### src/hdl/adc_ctrl_pkg.sv
// Package: register map, field layout and timing constants for the converter control
package adc_ctrl_pkg;

  localparam logic [2:0] OFS_CONTROL_MAIN   = 3'h0;
  localparam logic [2:0] OFS_PIN_REF_CONFIG = 3'h1;
  localparam logic [2:0] OFS_TIMING_CONFIG  = 3'h2;
  localparam logic [2:0] OFS_RESULT_HIGH    = 3'h3;
  localparam logic [2:0] OFS_RESULT_LOW     = 3'h4;
  localparam logic [2:0] OFS_IRQ_CTRL       = 3'h5;

  localparam int POS_CONVERTER_ON  = 0;
  localparam int POS_START_BUSY    = 1;
  localparam int POS_JUSTIFY       = 7;
  localparam int POS_DONE_FLAG     = 0;
  localparam int POS_IRQ_EN        = 1;
  localparam int POS_GLOBAL_IRQ_EN = 2;

  localparam logic [7:0] RST_CONTROL_MAIN   = 8'h00;
  localparam logic [7:0] RST_PIN_REF_CONFIG = 8'h00;
  localparam logic [7:0] RST_TIMING_CONFIG  = 8'h00;
  localparam logic [7:0] MASK_CONTROL_MAIN  = 8'hbf;
  localparam logic [7:0] MASK_PIN_REF       = 8'h3f;
  localparam logic [7:0] MASK_TIMING        = 8'hbf;

  localparam int RESULT_BITS       = 10;
  localparam int CONV_BIT_PERIODS  = 11;
  localparam int WAIT_BIT_PERIODS  = 2;
  // Internal RC bit period as printed, and one instruction cycle of four clocks
  localparam int RC_PERIOD_NS      = 4000;
  localparam int CLK_PERIOD_NS     = 40;
  localparam int RC_HALF_CYCLES    = RC_PERIOD_NS / CLK_PERIOD_NS / 2;
  localparam int INSTR_CYCLES      = 4;

  typedef enum logic [2:0] {ST_SAMPLE, ST_RC_DELAY, ST_ACQUIRE, ST_CONVERT, ST_WAIT} phase_t;

  typedef struct packed {
    logic [7:0] addr;
    logic [7:0] wdata;
    logic       wr;
    logic       rd;
  } reg_req_t;

  typedef struct packed {
    logic       sample_connect;
    logic       comp_strobe;
    logic [9:0] dac_code;
    logic       vref_plus_ext;
    logic       vref_minus_ext;
    logic [3:0] channel;
    logic [3:0] pin_config;
  } analog_ctl_t;

endpackage : adc_ctrl_pkg
### src/hdl/adc_acquisition_conversion_ctrl.sv
// Converter control: acquisition timing, bit clock, successive approximation, result registers
//
// Strobed register access and the register addresses are this design's own decisions.
`timescale 1ns/1ps

// Behaviour
// - Bit 7 set right-justifies, clear left-justifies
// - Acquisition code gives 0..20 bit periods
// - Clock code selects divider or internal RC
// - RC source waits one instruction cycle first
// - Timing register bit 6 reads zero
// - Completion loads result, clears busy, sets flag
// - Reset clears registers, turns off, aborts
// - Result pair untouched by reset
// - Code zero: start stops sampling, converts immediately
// - Nonzero code: sample programmed periods, then convert
// - Sampling resumes after each conversion
// - Only busy bit shows acquisition or conversion
// - Two bit periods wait before next acquisition
// - Sleep operation only with internal RC clock
// - Successive approximation over 10 bit decisions
// - Hold capacitor disconnected while converting
// - Reference selectable supply rails or pins
// - Shared pins configurable analog or digital
// - All intervals counted in bit periods, except the RC start delay in clocks
// - Conversion takes eleven bit periods
// - Clearing busy aborts, result kept
// - On bit enables module, busy meaningful only then
module adc_acquisition_conversion_ctrl (
  input  wire logic                      clk_sys_in,
  input  wire logic                      reset_in,
  input  wire adc_ctrl_pkg::reg_req_t    reg_req_in,
  input  wire logic                      comparator_in,
  input  wire logic                      sleep_in,
  output logic [7:0]                     reg_rdata_out,
  output adc_ctrl_pkg::analog_ctl_t      analog_ctl_out,
  output logic                           conv_done_irq_out,
  output logic                           busy_out
);
  import adc_ctrl_pkg::*;

  typedef struct packed {
    logic [7:0]  control_main;
    logic [7:0]  pin_reference;
    logic [7:0]  timing;
    logic [7:0]  result_high;
    logic [7:0]  result_low;
    logic        done_flag;
    logic        irq_en;
    logic        global_irq_en;
    phase_t      phase;
    logic [6:0]  div_cnt;
    logic [5:0]  rc_cnt;
    logic        bit_tick;
    logic [4:0]  period_cnt;
    logic [9:0]  sar;
    logic [9:0]  trial;
    logic [2:0]  comp_sync;
    logic        comp_level;
    // Sleep request comes from outside the clock domain
    logic [2:0]  sleep_sync;
    logic        sleep_level;
    logic [7:0]  rdata;
    analog_ctl_t ana;
    logic        irq;
    logic        busy;
  } state_t;

  state_t cur_ff;
  state_t nxt_cur;

  // Acquisition code to bit-period count
  function automatic logic [4:0] acq_periods(input logic [2:0] code);
    case (code)
      3'h0:    acq_periods = 5'h00;
      3'h1:    acq_periods = 5'h02;
      3'h2:    acq_periods = 5'h04;
      3'h3:    acq_periods = 5'h06;
      3'h4:    acq_periods = 5'h08;
      3'h5:    acq_periods = 5'h0c;
      3'h6:    acq_periods = 5'h10;
      default: acq_periods = 5'h14;
    endcase
  endfunction

  // Half bit period in system clocks for divider codes
  function automatic logic [6:0] half_div(input logic [2:0] code);
    case (code)
      3'h0:    half_div = 7'h01;
      3'h1:    half_div = 7'h04;
      3'h2:    half_div = 7'h10;
      3'h4:    half_div = 7'h02;
      3'h5:    half_div = 7'h08;
      3'h6:    half_div = 7'h20;
      default: half_div = RC_HALF_CYCLES[6:0];
    endcase
  endfunction

  function automatic logic is_rc(input logic [2:0] code);
    is_rc = (code[1:0] == 2'h3);
  endfunction

  // Final bit tick of a conversion; load wins over a same-cycle abort
  function automatic logic last_conv_tick(input state_t s);
    last_conv_tick = s.phase == ST_CONVERT && s.bit_tick &&
                     s.period_cnt == CONV_BIT_PERIODS[4:0] - 5'h01;
  endfunction

  // Register read view; unmapped indices read zero
  function automatic logic [7:0] read_view(input state_t s, input logic [2:0] idx);
    case (idx)
      OFS_CONTROL_MAIN:   read_view = s.control_main;
      OFS_PIN_REF_CONFIG: read_view = s.pin_reference;
      OFS_TIMING_CONFIG:  read_view = s.timing & MASK_TIMING;
      OFS_RESULT_HIGH:    read_view = s.result_high;
      OFS_RESULT_LOW:     read_view = s.result_low;
      OFS_IRQ_CTRL:       read_view = {5'h00, s.global_irq_en, s.irq_en, s.done_flag};
      default:            read_view = 8'h00;
    endcase
  endfunction

  logic [2:0] acq_code;
  logic [2:0] clk_code;
  logic       on_bit;
  logic       start_bit;
  logic       run_clock;
  logic       stalled;
  logic [9:0] placed;
  logic [7:0] cm_write;

  always_comb begin
    nxt_cur   = cur_ff;
    acq_code  = cur_ff.timing[5:3];
    clk_code  = cur_ff.timing[2:0];
    on_bit    = cur_ff.control_main[POS_CONVERTER_ON];
    start_bit = cur_ff.control_main[POS_START_BUSY];
    cm_write  = reg_req_in.wdata & MASK_CONTROL_MAIN;
    placed    = cur_ff.sar;

    // Third stage agrees with second before a change counts
    nxt_cur.comp_sync = {cur_ff.comp_sync[1:0], comparator_in};
    if (cur_ff.comp_sync[2] == cur_ff.comp_sync[1]) begin
      nxt_cur.comp_level = cur_ff.comp_sync[2];
    end

    // Same three-stage filter for the sleep request
    nxt_cur.sleep_sync = {cur_ff.sleep_sync[1:0], sleep_in};
    if (cur_ff.sleep_sync[2] == cur_ff.sleep_sync[1]) begin
      nxt_cur.sleep_level = cur_ff.sleep_sync[2];
    end

    // Without the RC clock the core clock halts in sleep
    stalled   = cur_ff.sleep_level && !is_rc(clk_code);
    run_clock = on_bit && !stalled && cur_ff.phase != ST_SAMPLE && cur_ff.phase != ST_RC_DELAY;

    nxt_cur.bit_tick = 1'b0;
    if (!run_clock) begin
      nxt_cur.div_cnt = 7'h00;
    end else if (cur_ff.div_cnt >= (half_div(clk_code) << 1) - 7'h01) begin
      nxt_cur.div_cnt  = 7'h00;
      nxt_cur.bit_tick = 1'b1;
    end else begin
      nxt_cur.div_cnt = cur_ff.div_cnt + 7'h01;
    end

    // Register writes
    if (reg_req_in.wr) begin
      case (reg_req_in.addr[2:0])
        OFS_CONTROL_MAIN:   nxt_cur.control_main  = cm_write;
        OFS_PIN_REF_CONFIG: nxt_cur.pin_reference = reg_req_in.wdata & MASK_PIN_REF;
        OFS_TIMING_CONFIG:  nxt_cur.timing        = reg_req_in.wdata & MASK_TIMING;
        OFS_RESULT_HIGH:    nxt_cur.result_high   = reg_req_in.wdata;
        OFS_RESULT_LOW:     nxt_cur.result_low    = reg_req_in.wdata;
        OFS_IRQ_CTRL: begin
          nxt_cur.done_flag     = reg_req_in.wdata[POS_DONE_FLAG];
          nxt_cur.irq_en        = reg_req_in.wdata[POS_IRQ_EN];
          nxt_cur.global_irq_en = reg_req_in.wdata[POS_GLOBAL_IRQ_EN];
        end
        default: ;
      endcase
    end

    // Sequencer
    case (cur_ff.phase)
      ST_SAMPLE: begin
        // Starts once on and start bits are both set, even by one write; same-write enable plus start is a misuse
        if (on_bit && start_bit) begin
          nxt_cur.period_cnt = acq_periods(acq_code);
          nxt_cur.rc_cnt     = 6'h00;
          if (is_rc(clk_code)) begin
            nxt_cur.phase = ST_RC_DELAY;
          end else if (acq_code == 3'h0) begin
            nxt_cur.phase = ST_CONVERT;
            nxt_cur.period_cnt = 5'h00;
            nxt_cur.sar   = 10'h000;
            nxt_cur.trial = 10'h200;
          end else begin
            nxt_cur.phase = ST_ACQUIRE;
          end
        end
      end

      // One instruction cycle before the RC clock runs
      ST_RC_DELAY: begin
        if (cur_ff.rc_cnt >= INSTR_CYCLES[5:0] - 6'h01) begin
          nxt_cur.phase = (cur_ff.period_cnt == 5'h00) ? ST_CONVERT : ST_ACQUIRE;
          nxt_cur.sar   = 10'h000;
          nxt_cur.trial = 10'h200;
        end else begin
          nxt_cur.rc_cnt = cur_ff.rc_cnt + 6'h01;
        end
      end

      // Programmed sampling, counted down in bit periods
      ST_ACQUIRE: begin
        if (cur_ff.bit_tick) begin
          if (cur_ff.period_cnt <= 5'h01) begin
            nxt_cur.phase      = ST_CONVERT;
            nxt_cur.period_cnt = 5'h00;
            nxt_cur.sar        = 10'h000;
            nxt_cur.trial      = 10'h200;
          end else begin
            nxt_cur.period_cnt = cur_ff.period_cnt - 5'h01;
          end
        end
      end

      // Hold capacitor isolated, one decision per tick after the first
      ST_CONVERT: begin
        if (cur_ff.bit_tick) begin
          // First bit period settles, then one decision per period
          if (cur_ff.period_cnt != 5'h00 && cur_ff.comp_level) begin
            nxt_cur.sar = cur_ff.sar | cur_ff.trial;
          end
          if (cur_ff.period_cnt != 5'h00) begin
            nxt_cur.trial = cur_ff.trial >> 1;
          end
          nxt_cur.period_cnt = cur_ff.period_cnt + 5'h01;
          if (cur_ff.period_cnt == CONV_BIT_PERIODS[4:0] - 5'h01) begin
            nxt_cur.phase      = ST_WAIT;
            nxt_cur.period_cnt = 5'h00;
            nxt_cur.control_main[POS_START_BUSY] = 1'b0;
            nxt_cur.done_flag  = 1'b1;
          end
        end
      end

      // Gap before the next acquisition can start
      ST_WAIT: begin
        if (cur_ff.bit_tick) begin
          nxt_cur.period_cnt = cur_ff.period_cnt + 5'h01;
          if (cur_ff.period_cnt == WAIT_BIT_PERIODS[4:0] - 5'h01) begin
            nxt_cur.phase = ST_SAMPLE;
          end
        end
      end
      default: nxt_cur.phase = ST_SAMPLE;
    endcase

    // Result load on the final bit, justified per the format bit
    if (last_conv_tick(cur_ff)) begin
      placed = cur_ff.sar | ((cur_ff.comp_level) ? cur_ff.trial : 10'h000);
      if (cur_ff.timing[POS_JUSTIFY]) begin
        nxt_cur.result_high = {6'h00, placed[9:8]};
        nxt_cur.result_low  = placed[7:0];
      end else begin
        nxt_cur.result_high = placed[9:2];
        nxt_cur.result_low  = {placed[1:0], 6'h00};
      end
    end

    // Busy cleared by software or module off aborts; result untouched
    if ((cur_ff.phase == ST_ACQUIRE || cur_ff.phase == ST_CONVERT || cur_ff.phase == ST_RC_DELAY) &&
        (!nxt_cur.control_main[POS_START_BUSY] || !nxt_cur.control_main[POS_CONVERTER_ON]) &&
        !last_conv_tick(cur_ff)) begin
      nxt_cur.phase      = ST_WAIT;
      nxt_cur.period_cnt = 5'h00;
    end
    if (!nxt_cur.control_main[POS_CONVERTER_ON]) begin
      nxt_cur.phase = ST_SAMPLE;
    end

    // Read data, registered for the next cycle
    nxt_cur.rdata = 8'h00;
    if (reg_req_in.rd) begin
      nxt_cur.rdata = read_view(cur_ff, reg_req_in.addr[2:0]);
    end

    // Analog side
    nxt_cur.ana.sample_connect = on_bit && nxt_cur.phase != ST_CONVERT;
    // Gated on the next phase so an abort never leaves a stray strobe
    nxt_cur.ana.comp_strobe    = nxt_cur.bit_tick && nxt_cur.phase == ST_CONVERT;
    nxt_cur.ana.dac_code       = nxt_cur.sar | nxt_cur.trial;
    nxt_cur.ana.vref_plus_ext  = nxt_cur.pin_reference[4];
    nxt_cur.ana.vref_minus_ext = nxt_cur.pin_reference[5];
    nxt_cur.ana.channel        = nxt_cur.control_main[5:2];
    nxt_cur.ana.pin_config     = nxt_cur.pin_reference[3:0];
    nxt_cur.irq  = nxt_cur.done_flag && nxt_cur.irq_en && nxt_cur.global_irq_en;
    nxt_cur.busy = nxt_cur.control_main[POS_START_BUSY] && nxt_cur.control_main[POS_CONVERTER_ON];
  end

  always_ff @(posedge clk_sys_in) begin
    if (reset_in) begin
      // Result pair left alone: unknown after power-up
      cur_ff                 <= nxt_cur;
      cur_ff.control_main    <= RST_CONTROL_MAIN;
      cur_ff.pin_reference   <= RST_PIN_REF_CONFIG;
      cur_ff.timing          <= RST_TIMING_CONFIG;
      cur_ff.done_flag       <= 1'b0;
      cur_ff.irq_en          <= 1'b0;
      cur_ff.global_irq_en   <= 1'b0;
      cur_ff.phase           <= ST_SAMPLE;
      cur_ff.div_cnt         <= 7'h00;
      cur_ff.rc_cnt          <= 6'h00;
      cur_ff.bit_tick        <= 1'b0;
      cur_ff.period_cnt      <= 5'h00;
      cur_ff.sar             <= 10'h000;
      cur_ff.trial           <= 10'h000;
      cur_ff.comp_sync       <= 3'h0;
      cur_ff.comp_level      <= 1'b0;
      cur_ff.sleep_sync      <= 3'h0;
      cur_ff.sleep_level     <= 1'b0;
      cur_ff.rdata           <= 8'h00;
      cur_ff.ana             <= '0;
      cur_ff.irq             <= 1'b0;
      cur_ff.busy            <= 1'b0;
    end else begin
      cur_ff <= nxt_cur;
    end
  end

  assign reg_rdata_out     = cur_ff.rdata;
  assign analog_ctl_out    = cur_ff.ana;
  assign conv_done_irq_out = cur_ff.irq;
  assign busy_out          = cur_ff.busy;

endmodule // adc_acquisition_conversion_ctrl

### config.mk
export PLATFORM = sky130hd
export DESIGN_NAME = adc_acquisition_conversion_ctrl
export DESIGN_NICKNAME = d
export VERILOG_FILES = /design/src/hdl/adc_ctrl_pkg.sv /design/src/hdl/adc_acquisition_conversion_ctrl.sv
export SDC_FILE = /design/constraint.sdc
export NUM_CORES = 1
export LEC_CHECK = 0
export ABC_CLOCK_PERIOD_IN_PS = 2900
export BUFFER_PORTS_ARGS = -buffer_cell sky130_fd_sc_hd__buf_2
export CELL_PAD_IN_SITES_DETAIL_PLACEMENT = 1
export CELL_PAD_IN_SITES_GLOBAL_PLACEMENT = 2
export CORE_ASPECT_RATIO = 1.5
export CORE_MARGIN = 2
export CORE_UTILIZATION = 30
export DETAILED_ROUTE_END_ITERATION = 6
export GPL_ROUTABILITY_DRIVEN = 0
export PLACE_DENSITY_LB_ADDON = 0.1
export SETUP_SLACK_MARGIN = 0.15
export SLEW_MARGIN = 0
export SYNTH_ARGS = -nofsm -noshare
export SYNTH_HDL_FRONTEND = slang
export SYNTH_SLANG_ARGS = --single-unit
export TNS_END_PERCENT = 1
### constraint.sdc
create_clock -name clk_sys_in -period 2.9 [get_ports clk_sys_in]
set_clock_uncertainty 0.15 [all_clocks]
set_input_delay 0.58 -clock clk_sys_in [delete_from_list [all_inputs] [get_ports clk_sys_in]]
set_output_delay 0.58 -clock clk_sys_in [all_outputs]
set_load 0.03 [all_outputs]
# --- Yosys cells after proc, flatten, opt, wreduce, memory -nomap -nowiden ---
# Index checks and enable logic that the tools add are counted.
classes:
  n_addsub: 5
  n_lt_le_gt_ge: 3
  n_eq_ne: 33
  n_mux: 53
  bitwise_logic: 5
  reduce_logical: 39
op_table:
  columns: ["cell", "count"]
  rows:
  - ["25-bit 2-to-1 mux", 5]
  - ["20-bit one-hot mux with 4 select lines", 1]
  - ["8-bit one-hot mux with 6 select lines", 1]
  - ["41-bit 2-to-1 mux", 1]
  - ["20-bit 2-to-1 mux", 2]
  - ["6-bit one-hot mux with 6 select lines", 1]
  - ["5-bit one-hot mux with 7 select lines", 1]
  - ["3-bit 2-to-1 mux", 11]
  - ["16-bit 2-to-1 mux", 2]
  - ["10-bit 2-to-1 mux", 3]
  - ["6-bit 2-to-1 mux", 5]
  - ["10-bit OR", 3]
  - ["3-bit equality test, second input constant", 9]
  - ["3-bit by 2-bit equality test with 1-bit output, second input constant", 8]
  - ["8-bit 2-to-1 mux", 3]
  - ["5-bit one-hot mux with 4 select lines", 1]
  - ["1-bit logical AND", 15]
  - ["5-bit 2-to-1 mux", 3]
  - ["3-bit one-hot mux with 5 select lines", 1]
  - ["3-bit by 1-bit equality test with 1-bit output, second input constant", 4]
  - ["3-bit zero test", 4]
  - ["6-bit one-hot mux with 2 select lines", 1]
  - ["1-bit 2-to-1 mux", 10]
  - ["2-bit inequality test, second input constant", 5]
  - ["28 further kinds", 38]
totals:
  reg_bits: 121
  inputBits: 22
  output_inout_bits: 32
  elab_cells: 168

# --- Depth between registers and ports, before layout ---
# Gate-level depths: netlist (run 1).
depth:
  depth_word: 14
  depth_mapped: 10
  depth_no_buf: 10

# --- Least setup slack after synthesis (run 1) ---
# Ideal clock, no wire load.
synth_path:
  path_type: "input-to-reg"
  start: "input reg_req_in[12] in the netlist's numbering"
  end: "register cur_ff[62] in the netlist's numbering"
  setup_ns: 0.092
  t_arrival_ns: 2.052
  t_required_ns: 2.658
  setup_slack_ns: 0.606
  stages: 8
  path_buffers: 3
  cell_sequence: "buf_2 > nor4b_2 > buf_4 > mux2i_1 > nor4b_2 > or2_1 > buf_2 > nor4_1"
synth_via:
  elab_chain_cells: 11
  word_cells_on_any_way: 12
  classes_between: "mux: 5; reduce/logical: 7"
synth_rtl:
  columns: ["element", "line_no", "source"]
  rows:
  - ["from (decl)", "adc_acquisition_conversion_ctrl.sv:32", "input wire adc_ctrl_pkg::reg_req_t reg_req_in,"]
  - ["3-bit zero test *", "adc_acquisition_conversion_ctrl.sv:168", "case (reg_req_in.addr[2:0])"]
  - ["6-bit 2-to-1 mux *", "adc_acquisition_conversion_ctrl.sv:168", null]
  - ["41-bit 2-to-1 mux *", "adc_acquisition_conversion_ctrl.sv:167", "if (reg_req_in.wr) begin"]
  - ["1-bit 2-to-1 mux", "adc_acquisition_conversion_ctrl.sv:239", "if (cur_ff.period_cnt == CONV_BIT_PERIODS[4:0] - 5'h01) begin"]
  - ["1-bit 2-to-1 mux", "adc_acquisition_conversion_ctrl.sv:230", "if (cur_ff.bit_tick) begin"]
  - ["1-bit 2-to-1 mux", "adc_acquisition_conversion_ctrl.sv:184", "case (cur_ff.phase)"]
  - ["1-bit zero test", "adc_acquisition_conversion_ctrl.sv:274", "(!nxt_cur.control_main[POS_START_BUSY] || !nxt_cur.control_main[POS_CONVERTER_ON]) &&"]
  - ["1-bit logical OR *", "adc_acquisition_conversion_ctrl.sv:274", null]
  - ["1-bit logical AND *", "adc_acquisition_conversion_ctrl.sv:273", "if ((cur_ff.phase == ST_ACQUIRE || cur_ff.phase == ST_CONVERT || cur_ff.phase == ST_RC_DELAY) &&"]
  - ["1-bit logical AND *", "adc_acquisition_conversion_ctrl.sv:274", null]
  - ["2-bit OR reduction (no source line) *", null, null]
  - ["to (signal assigned)", "adc_acquisition_conversion_ctrl.sv:305", "cur_ff <= nxt_cur;"]
  - ["to (signal assigned)", "adc_acquisition_conversion_ctrl.sv:328", "cur_ff <= nxt_cur;"]
  - ["to (decl)", "adc_acquisition_conversion_ctrl.sv:69", "state_t cur_ff;"]
# Every way passes the cells marked *; elsewhere a longest branch is shown, timed or not.
# A chain may end at the register's enable or synchronous reset.

# --- Worst setup path in the final report (run 1) ---
layout_path:
  start: "register cur_ff[61] in the netlist's numbering"
  end: "register cur_ff, in the netlist analog_ctl_out[17]"
layout_via:
  elab_chain_cells: 6
  word_cells_on_any_way: 10
  classes_between: "order compare: 1; mux: 6; bitwise: 1; reduce/logical: 2"
layout_rtl:
  columns: ["element", "line_no", "source"]
  rows:
  - ["parallel branches: the longest is 4 deep, another holds 5-bit by 1-bit <= comparator with 1-bit output", null, null]
  - ["20-bit one-hot mux with 4 select lines *", "adc_acquisition_conversion_ctrl.sv:184", null]
  - ["10-bit OR *", "adc_acquisition_conversion_ctrl.sv:293", "nxt_cur.ana.dac_code = nxt_cur.sar | nxt_cur.trial;"]
# Every way passes the cells marked *. The select of a mux whose other input is x is not followed.

==> results of run 1 <==
[kinds of logic (layout without fill, tap and decap cells)]
kind of cell | Yosys count | count (layout)
AO/OA/AOI/OAI | 141 | 141
buffers and inverters | 73 | 95
multiplexers | 36 | 36
AND/OR/NAND/NOR | 203 | 203
XOR/XNOR | 6 | 6
flip-flops | 111 | 111
adder cells (fa/ha/maj) | 14 | 14
[routing by layer]
layer,global-route usage,wire [um],part of all wire,vias up
li1,-,-,-,2114
met1,0.201,6690,0.44,2051
met2,0.290,7790,0.52,60
met3,0.0264,333,0.022,18
met4,0.0530,309,0.020,0
met5,0,0,0,-
[critical path: cells and delay by family, from the launching register on]
family	cells	cell delay, ns
flip-flops	1	0.43
adder cells (fa/ha/maj)	1	0.22
buffers and inverters	1	0.13
AO/OA/AOI/OAI	5	1.55
[state kept, by name (all words and copies together) (netlist names)]
name and cells:
acq_code 3, analog_ctl_out 12, busy_out 1, clk_code 3, conv_done_irq_out 1, cur_ff 83
reg_rdata_out 8
[power by group]
part           leakage [nW]  switching, mW  internal (mW)
Combinational          1.25         0.0976         0.0559
Clock                 0.144          0.624          0.602
Sequential            0.935         0.0109           1.57
[path summary, 6_finish.rpt]
check                       endpoint  depth (start not counted)
hold / removal            cur_ff[33]                          2
setup reg to reg  analog_ctl_out[17]                          7
setup / recovery  analog_ctl_out[17]                          7
hold reg to reg           cur_ff[34]                          1
[stage by stage]
stage,cell area [sq um],hold slack (ns),cells
6_report,6050,0.295,823
5_1_grt,6050,0.300,823
4_1_cts,6050,0.287,823
3_5_place_dp,5760,0.286,807
3_3_place_gp,5760,0.270,807
2_1_floorplan,5470,0.264,584
[layout make-up]
cell class,count,share of cell area
clock buffers,9,0.0372
clock inverters,7,0.0108
inverters,15,0.00931
multi-input cells,400,0.442
flip-flops and latches,111,0.394
well taps,217,0.0449
repair buffers,64,0.0616
[cell usage after synthesis, types with 10 or more instances]
cell type   n  area (sq um)
o21ai_0    33           165
edfxtp_1   16           480
clkbuf_1   10          37.5
nor2_1     60           225
nor3_1     16          80.1
ha_1       14           175
nand3_1    16          80.1
a21oi_1    34           170
inv_1      15          56.3
nor2b_1    10          62.6
nor4_1     10          62.6
dfxtp_1    95          1900
nand2_1    34           128
nand2b_1   19           119
mux2i_1    27           270
buf_4      36           270
[repair_timing]
action,4_1_cts,5_1_grt
resized for setup,0,1
endpoints found under the setup margin,0,7
hold buffers,0,0
==> reports/qor.csv, run 1 <==
metric,value,unit
area occupied by multi-input gates,0.00268,sq mm
maximum resistive drop on vdd,0.000196,V
num rows,60,
hpwl dp,11400,um
Worst-Margin Slew,1.18,ns
worst-path cell chain,inv_1 > ha_1 > o21bai_1 > a311oi_1 > a211oi_2 > o2bb2ai_2 > a221o_1,
first-pass GRT wire length,24600,um
final critical-path required period,2.55,ns
vias,4243,
Power Dens Cells,490,mW/mm^2
Final setup violation count,0,
TritonRoute pass-1 iters,4,
CP arrival,2.69,ns
DR iter-0 viols,145,
number of synthesized flops with an enable pin,16,
Critical Path RT,3.05,ns
Setup WS pre-CTS,0.288,ns
worst hold path type,in -> reg,
Routed Antenna Nets,0,
CTS tree,done,
I/O pins,54,
post-synthesis adder-cell area fraction,0.0320,
PnR Total Power,2.96,mW
Crit Path Max Fanout,16,
Setup Buffers After CTS,0,
largest family of logic cells by synthesized area,simple AND/OR/NAND/NOR gates,
Synth Area in XOR/XNOR,0.00960,
floorplan core area,0.0179,sq mm
max-slew violations,0,
critical path class,reg -> reg,
Clock Path Buffers,2,
Total GRT Usage,0.164,
Worst-Skew Late Latency,0.36,ns
Die Area,0.0194,sq mm
Starting Density,0.305,
R2R Path Start,cur_ff[61],
Reg area,0.00238,sq mm
Mapped Nets,620,
CTS Sinks,111,
final WL,15100,um
Setup crit start kind,flip-flop,
#FFs+latches synth,111,
total CTS buffers,9,
multiplexer share of the synthesized area,0.0741,
Fin Setup TNS,0,ns
Max Freq,0.393,GHz
Tcrit/Tclk final,0.878,
Critical Path End Type,flip-flop,
Via density,5.16,
Post-Syn Instances,584,
Die Y-Extent,169,um
worst reg2reg setup slack,0.35,ns
CP startpoint,cur_ff[61],
simple logic cell fraction of the synthesized area,0.199,
asr flop ratio synth,0,
status,finished clean,
Synth Cell Area,0.00547,sq mm
initial antenna violation count,0,
Syn-to-layout area delta,10.6,%
Max-Cap Viols,0,
register area share after synthesis,0.435,
largest net degree at the start of global routing,28,
nets@finish,637,
Slew HR,0.207,
die span in x,114,um
Routed wire per std cell,18.4,um
vias in the first global route,4464,
n_diodes,0,
"slowest stage delay, CP",0.62,ns
compound-gate portion of the synthesized area,0.174,
layout cells sized above 1,0.178,
CP max-delay cell,o2bb2ai_2,
"Distinct cells, synth",68,
DR DRC count,0,
Final WS setup,0.354,ns
Static Leak,2.33,nW
"Hold Vio Cnt, Final",0,
Root Driver,clkbuf_16,
clock slew at reported path FFs,0.08,ns
post-layout util,0.337,
RSZ-0062 raised after global routing,false,
PortBufs,48,
yosys warns,0,
"commonest cells after routing, fill and taps aside","dfxtp_1, nor2_1, buf_2, a21oi_1, nand2_1",
fill count,2100,
Mean Syn Cell Area,9.37,sq um
Max H-tree Level,3,
hold path startpoint,sleep_in,
"Top FF cell, synth",dfxtp_1,
total congestion overflow,0,
most common library cell in the layout ignoring fill and taps,dfxtp_1,
(Power assumes the default switching activity.)
==> inputs of run 2 (changes only) <==
CORE_UTILIZATION = 37   (was 30)
==> reports/qor.csv, run 2 (synthesized netlist as in run 1, its figures left out) <==
metric,value,unit
status,finished clean,
largest net degree at the start of global routing,27,
maximum resistive drop on vdd,0.000253,V
TritonRoute pass-1 iters,4,
Setup WS pre-CTS,0.332,ns
nets@finish,637,
"commonest cells after routing, fill and taps aside","dfxtp_1, nor2_1, buf_2, a21oi_1, nand2_1",
CTS Sinks,111,
initial antenna violation count,0,
Crit Path Max Fanout,16,
DR DRC count,0,
CP arrival,2.72,ns
Max H-tree Level,3,
Die Area,0.0158,sq mm
Routed wire per std cell,17.8,um
final critical-path required period,2.58,ns
Root Driver,clkbuf_16,
Critical Path End Type,flip-flop,
Critical Path RT,3.04,ns
vias in the first global route,4490,
first-pass GRT wire length,23500,um
total congestion overflow,0,
n_diodes,0,
CTS tree,done,
Die Y-Extent,153,um
num rows,54,
Syn-to-layout area delta,10.2,%
Setup crit start kind,flip-flop,
"Hold Vio Cnt, Final",0,
vias,4261,
Static Leak,2.33,nW
Worst-Margin Slew,0.708,ns
Final setup violation count,0,
max-slew violations,0,
Clock Path Buffers,2,
critical path class,reg -> reg,
most common library cell in the layout ignoring fill and taps,dfxtp_1,
DR iter-0 viols,91,
Worst-Skew Late Latency,0.35,ns
layout cells sized above 1,0.178,
max reg flops,83,
PortBufs,48,
Total GRT Usage,0.190,
Final WS setup,0.322,ns
floorplan core area,0.0145,sq mm
hpwl dp,10600,um
RSZ-0062 raised after global routing,false,
Max-Cap Viols,0,
Hold Buf Count CTS,0,
Routed Antenna Nets,0,
final WL,14300,um
PnR Total Power,2.98,mW
die span in x,103,um
Starting Density,0.377,
I/O pins,54,
Tcrit/Tclk final,0.889,
clock slew at reported path FFs,0.08,ns
Via density,5.31,
Max Freq,0.388,GHz
Power Dens Cells,495,mW/mm^2
Fin Setup TNS,0,ns
worst hold path type,in -> reg,
Slew HR,0.525,
Biggest register,cur_ff,
total CTS buffers,9,
post-layout util,0.415,
-- run 2: changes by cell type in the layout (fill, tap and decap cells not counted), sizes merged --
cell,change
clkbuf,+1
clkinvlp,+1
clkinv,-4
inv,+2
-- run 2: worst paths after layout --
path	startpoint	endpoint	slack [ns]	cells past startpoint
setup reg to reg	cur_ff[61]	analog_ctl_out[17]	0.32	7
hold reg to reg	cur_ff[33]	cur_ff[34]	0.30	1
setup / recovery	cur_ff[61]	analog_ctl_out[17]	0.32	7
hold / removal	comparator_in	cur_ff[37]	0.29	2
-- run 2: routing by layer --
metal	global-route usage	vias to the layer above	share of wire
li1	-	2107	-
met1	0.235	2072	0.44
met2	0.340	70	0.52
met3	0.0247	12	0.025
met4	0.0508	0	0.015
met5	0	-	0
-- run 2: area by class of cell --
type,instances,area (sq um)
multi-input combinational,400,2680
tap,196,245
sequential,111,2380
clock inverter,6,56.3
fill,1703,8500
clock buffer,10,239
timing repair buffer,64,373
inverter,15,56.3
-- run 2: repair_timing --
item                                    CTS  global route
hold endpoints to repair                  0             0
resized for setup                         0             1
endpoints found under the setup margin    0             7
buffers inserted                          0             0
-- run 2: worst max-delay path, stage by stage (launching register included) --
cell and delay, ns:
dfxtp_1 0.44, inv_1 0.13, ha_1 0.22, o21bai_1 0.21, a311oi_1 0.37, a211oi_2 0.13
o2bb2ai_2 0.58, a221o_1 0.27
-- run 2: stage by stage --
stage	cell area [sq um]	hold slack, ns	std cells
6_report	6030	0.291	802
4_1_cts	6020	0.287	802
3_3_place_gp	5730	0.267	786
5_1_grt	6030	0.307	802
2_1_floorplan	5470	0.264	584
3_5_place_dp	5730	0.277	786
-- run 2: power breakdown --
| part | switching, mW | internal (mW) | total (mW) |
|---|---|---|---|
| clock network | 0.620 | 0.630 | 1.25 |
| registers | 0.00984 | 1.57 | 1.58 |
| logic | 0.0968 | 0.0571 | 0.154 |
==> inputs of run 3 (changes only) <==
CELL_PAD_IN_SITES_DETAIL_PLACEMENT = 0   (was 1)
CELL_PAD_IN_SITES_GLOBAL_PLACEMENT = 1   (was 2)
CORE_UTILIZATION = 46   (was 37)
==> reports/qor.csv, run 3 (synthesized netlist as in run 1, its figures left out) <==
metric,value,unit
hold endpoint,cur_ff[33],
Critical Path End Type,flip-flop,
maximum resistive drop on vdd,0.000326,V
Routed wire per std cell,16.8,um
DR DRC count,0,
vias in the first global route,4005,
Total GRT Usage,0.202,
Final setup violation count,0,
Worst-Skew Late Latency,0.34,ns
Die Y-Extent,138,um
status,finished clean,
met3 usage,0.0279,
DR iter-0 viols,188,
Hold Path Depth,2,
CP arrival,2.71,ns
DP Area,0.00565,sq mm
nets@finish,636,
RSZ-0062 raised after global routing,false,
Fin Setup TNS,0,ns
Hold Buf Count CTS,0,
fill count,1123,
Static Leak,2.33,nW
Worst-Margin Slew,1.23,ns
Finished Cell Area,0.00597,sq mm
initial antenna violation count,0,
Critical Path RT,3.04,ns
Post-Route Hold Slack,0.289,ns
Max-Cap Viols,0,
num rows,48,
CTS tree,done,
Routed Antenna Nets,0,
final WL,12700,um
Max H-tree Level,3,
post-CTS sizing,0,
grt met2 use,0.361,
vias,4216,
floorplan core area,0.0115,sq mm
I/O pins,54,
Starting Density,0.475,
Syn-to-layout area delta,9.03,%
die span in x,93.1,um
reg2reg end,analog_ctl_out[15],
max-slew violations,0,
worst reg2reg setup slack,0.33,ns
n_diodes,0,
"commonest cells after routing, fill and taps aside","dfxtp_1, nor2_1, buf_2, a21oi_1, nand2_1",
Tcrit/Tclk final,0.886,
total CTS buffers,9,
final critical-path required period,2.57,ns
Die Area,0.0128,sq mm
met1 Usage GRT,0.251,
Setup crit start kind,flip-flop,
Crit Path Max Fanout,8,
Power Dens Cells,506,mW/mm^2
CTS Sinks,111,
Max Freq,0.389,GHz
R2R Path Start,cur_ff[60],
hpwl dp,9370,um
Root Driver,clkbuf_16,
critical path class,reg -> reg,
max reg flops,83,
layout cells sized above 1,0.174,
total congestion overflow,0,
PortBufs,48,
worst hold path type,in -> reg,
Biggest register,cur_ff,
largest net degree at the start of global routing,30,
hold path startpoint,sleep_in,
Slew HR,0.174,
first-pass GRT wire length,20300,um
Via density,5.58,
TritonRoute pass-1 iters,4,
Reg2Reg Depth,8,
Setup Buffers After CTS,0,
clock slew at reported path FFs,0.07,ns
Clock Path Buffers,2,
most common library cell in the layout ignoring fill and taps,dfxtp_1,
gr busiest metal,met2,
"Hold Vio Cnt, Final",0,
[run 3: cell count changes in the layout (fill, tap and decap cells not counted), sizes merged]
cell,previous run,this run
buf,64,63
bufinv,0,1
clkbuf,10,11
clkinv,0,1
inv,20,17
[run 3: final cells by class]
class	count	area (sq um)	area share
Multi-Input combinational cell	400	2670	0.448
Clock buffer	11	254	0.0426
Sequential cell	111	2380	0.399
Tap cell	150	188	0.0315
Inverter	15	56.3	0.00944
Clock inverter	5	60.1	0.0101
Timing Repair Buffer	63	353	0.0591
[run 3: per-layer routing]
layer | vias up | share of wire
met5 | - | 0
met4 | 0 | 0.019
met3 | 14 | 0.028
met2 | 72 | 0.50
met1 | 2018 | 0.45
li1 | 2112 | -
[run 3: how the worst max path moves through the flow]
stage | to | depth (start not counted) | slack [ns] | startpoint
floorplan | cur_ff[62] | 8 | 0.61 | reg_req_in[12]
global placement | cur_ff[62] | 6 | 0.32 | reg_req_in[12]
detailed placement | cur_ff[93] | 4 | 0.28 | reg_req_in[12]
CTS | cur_ff[76] | 9 | 0.34 | clk_code[1]
global route | analog_ctl_out[15] | 8 | 0.15 | cur_ff[60]
finish | analog_ctl_out[15] | 8 | 0.33 | cur_ff[60]
[run 3: stage by stage]
stage / worst slack (ns) / std cells / util / power, mW
3_3_place_gp: 0.319 / 739 / 0.490 / 1.76
4_1_cts: 0.343 / 755 / 0.517 / 3.05
6_report: 0.331 / 755 / 0.517 / 3.02
5_1_grt: 0.154 / 755 / 0.517 / 3.12
3_5_place_dp: 0.275 / 739 / 0.490 / 1.77
2_1_floorplan: 0.606 / 584 / - / 1.72
[run 3: power breakdown]
group	internal, mW	leakage [nW]	switching, mW
combinational	0.0553	1.25	0.0942
sequential	1.57	0.935	0.00972
clock	0.728	0.152	0.558
[run 3: critical path, cell delays in order, from the launching register on]
cell and delay, ns:
dfxtp_1 0.43, inv_1 0.16, ha_1 0.23, nor4b_1 0.14, buf_4 0.16, nor3_1 0.77, o21ai_0 0.16, o21ai_1 0.15
a221o_1 0.15
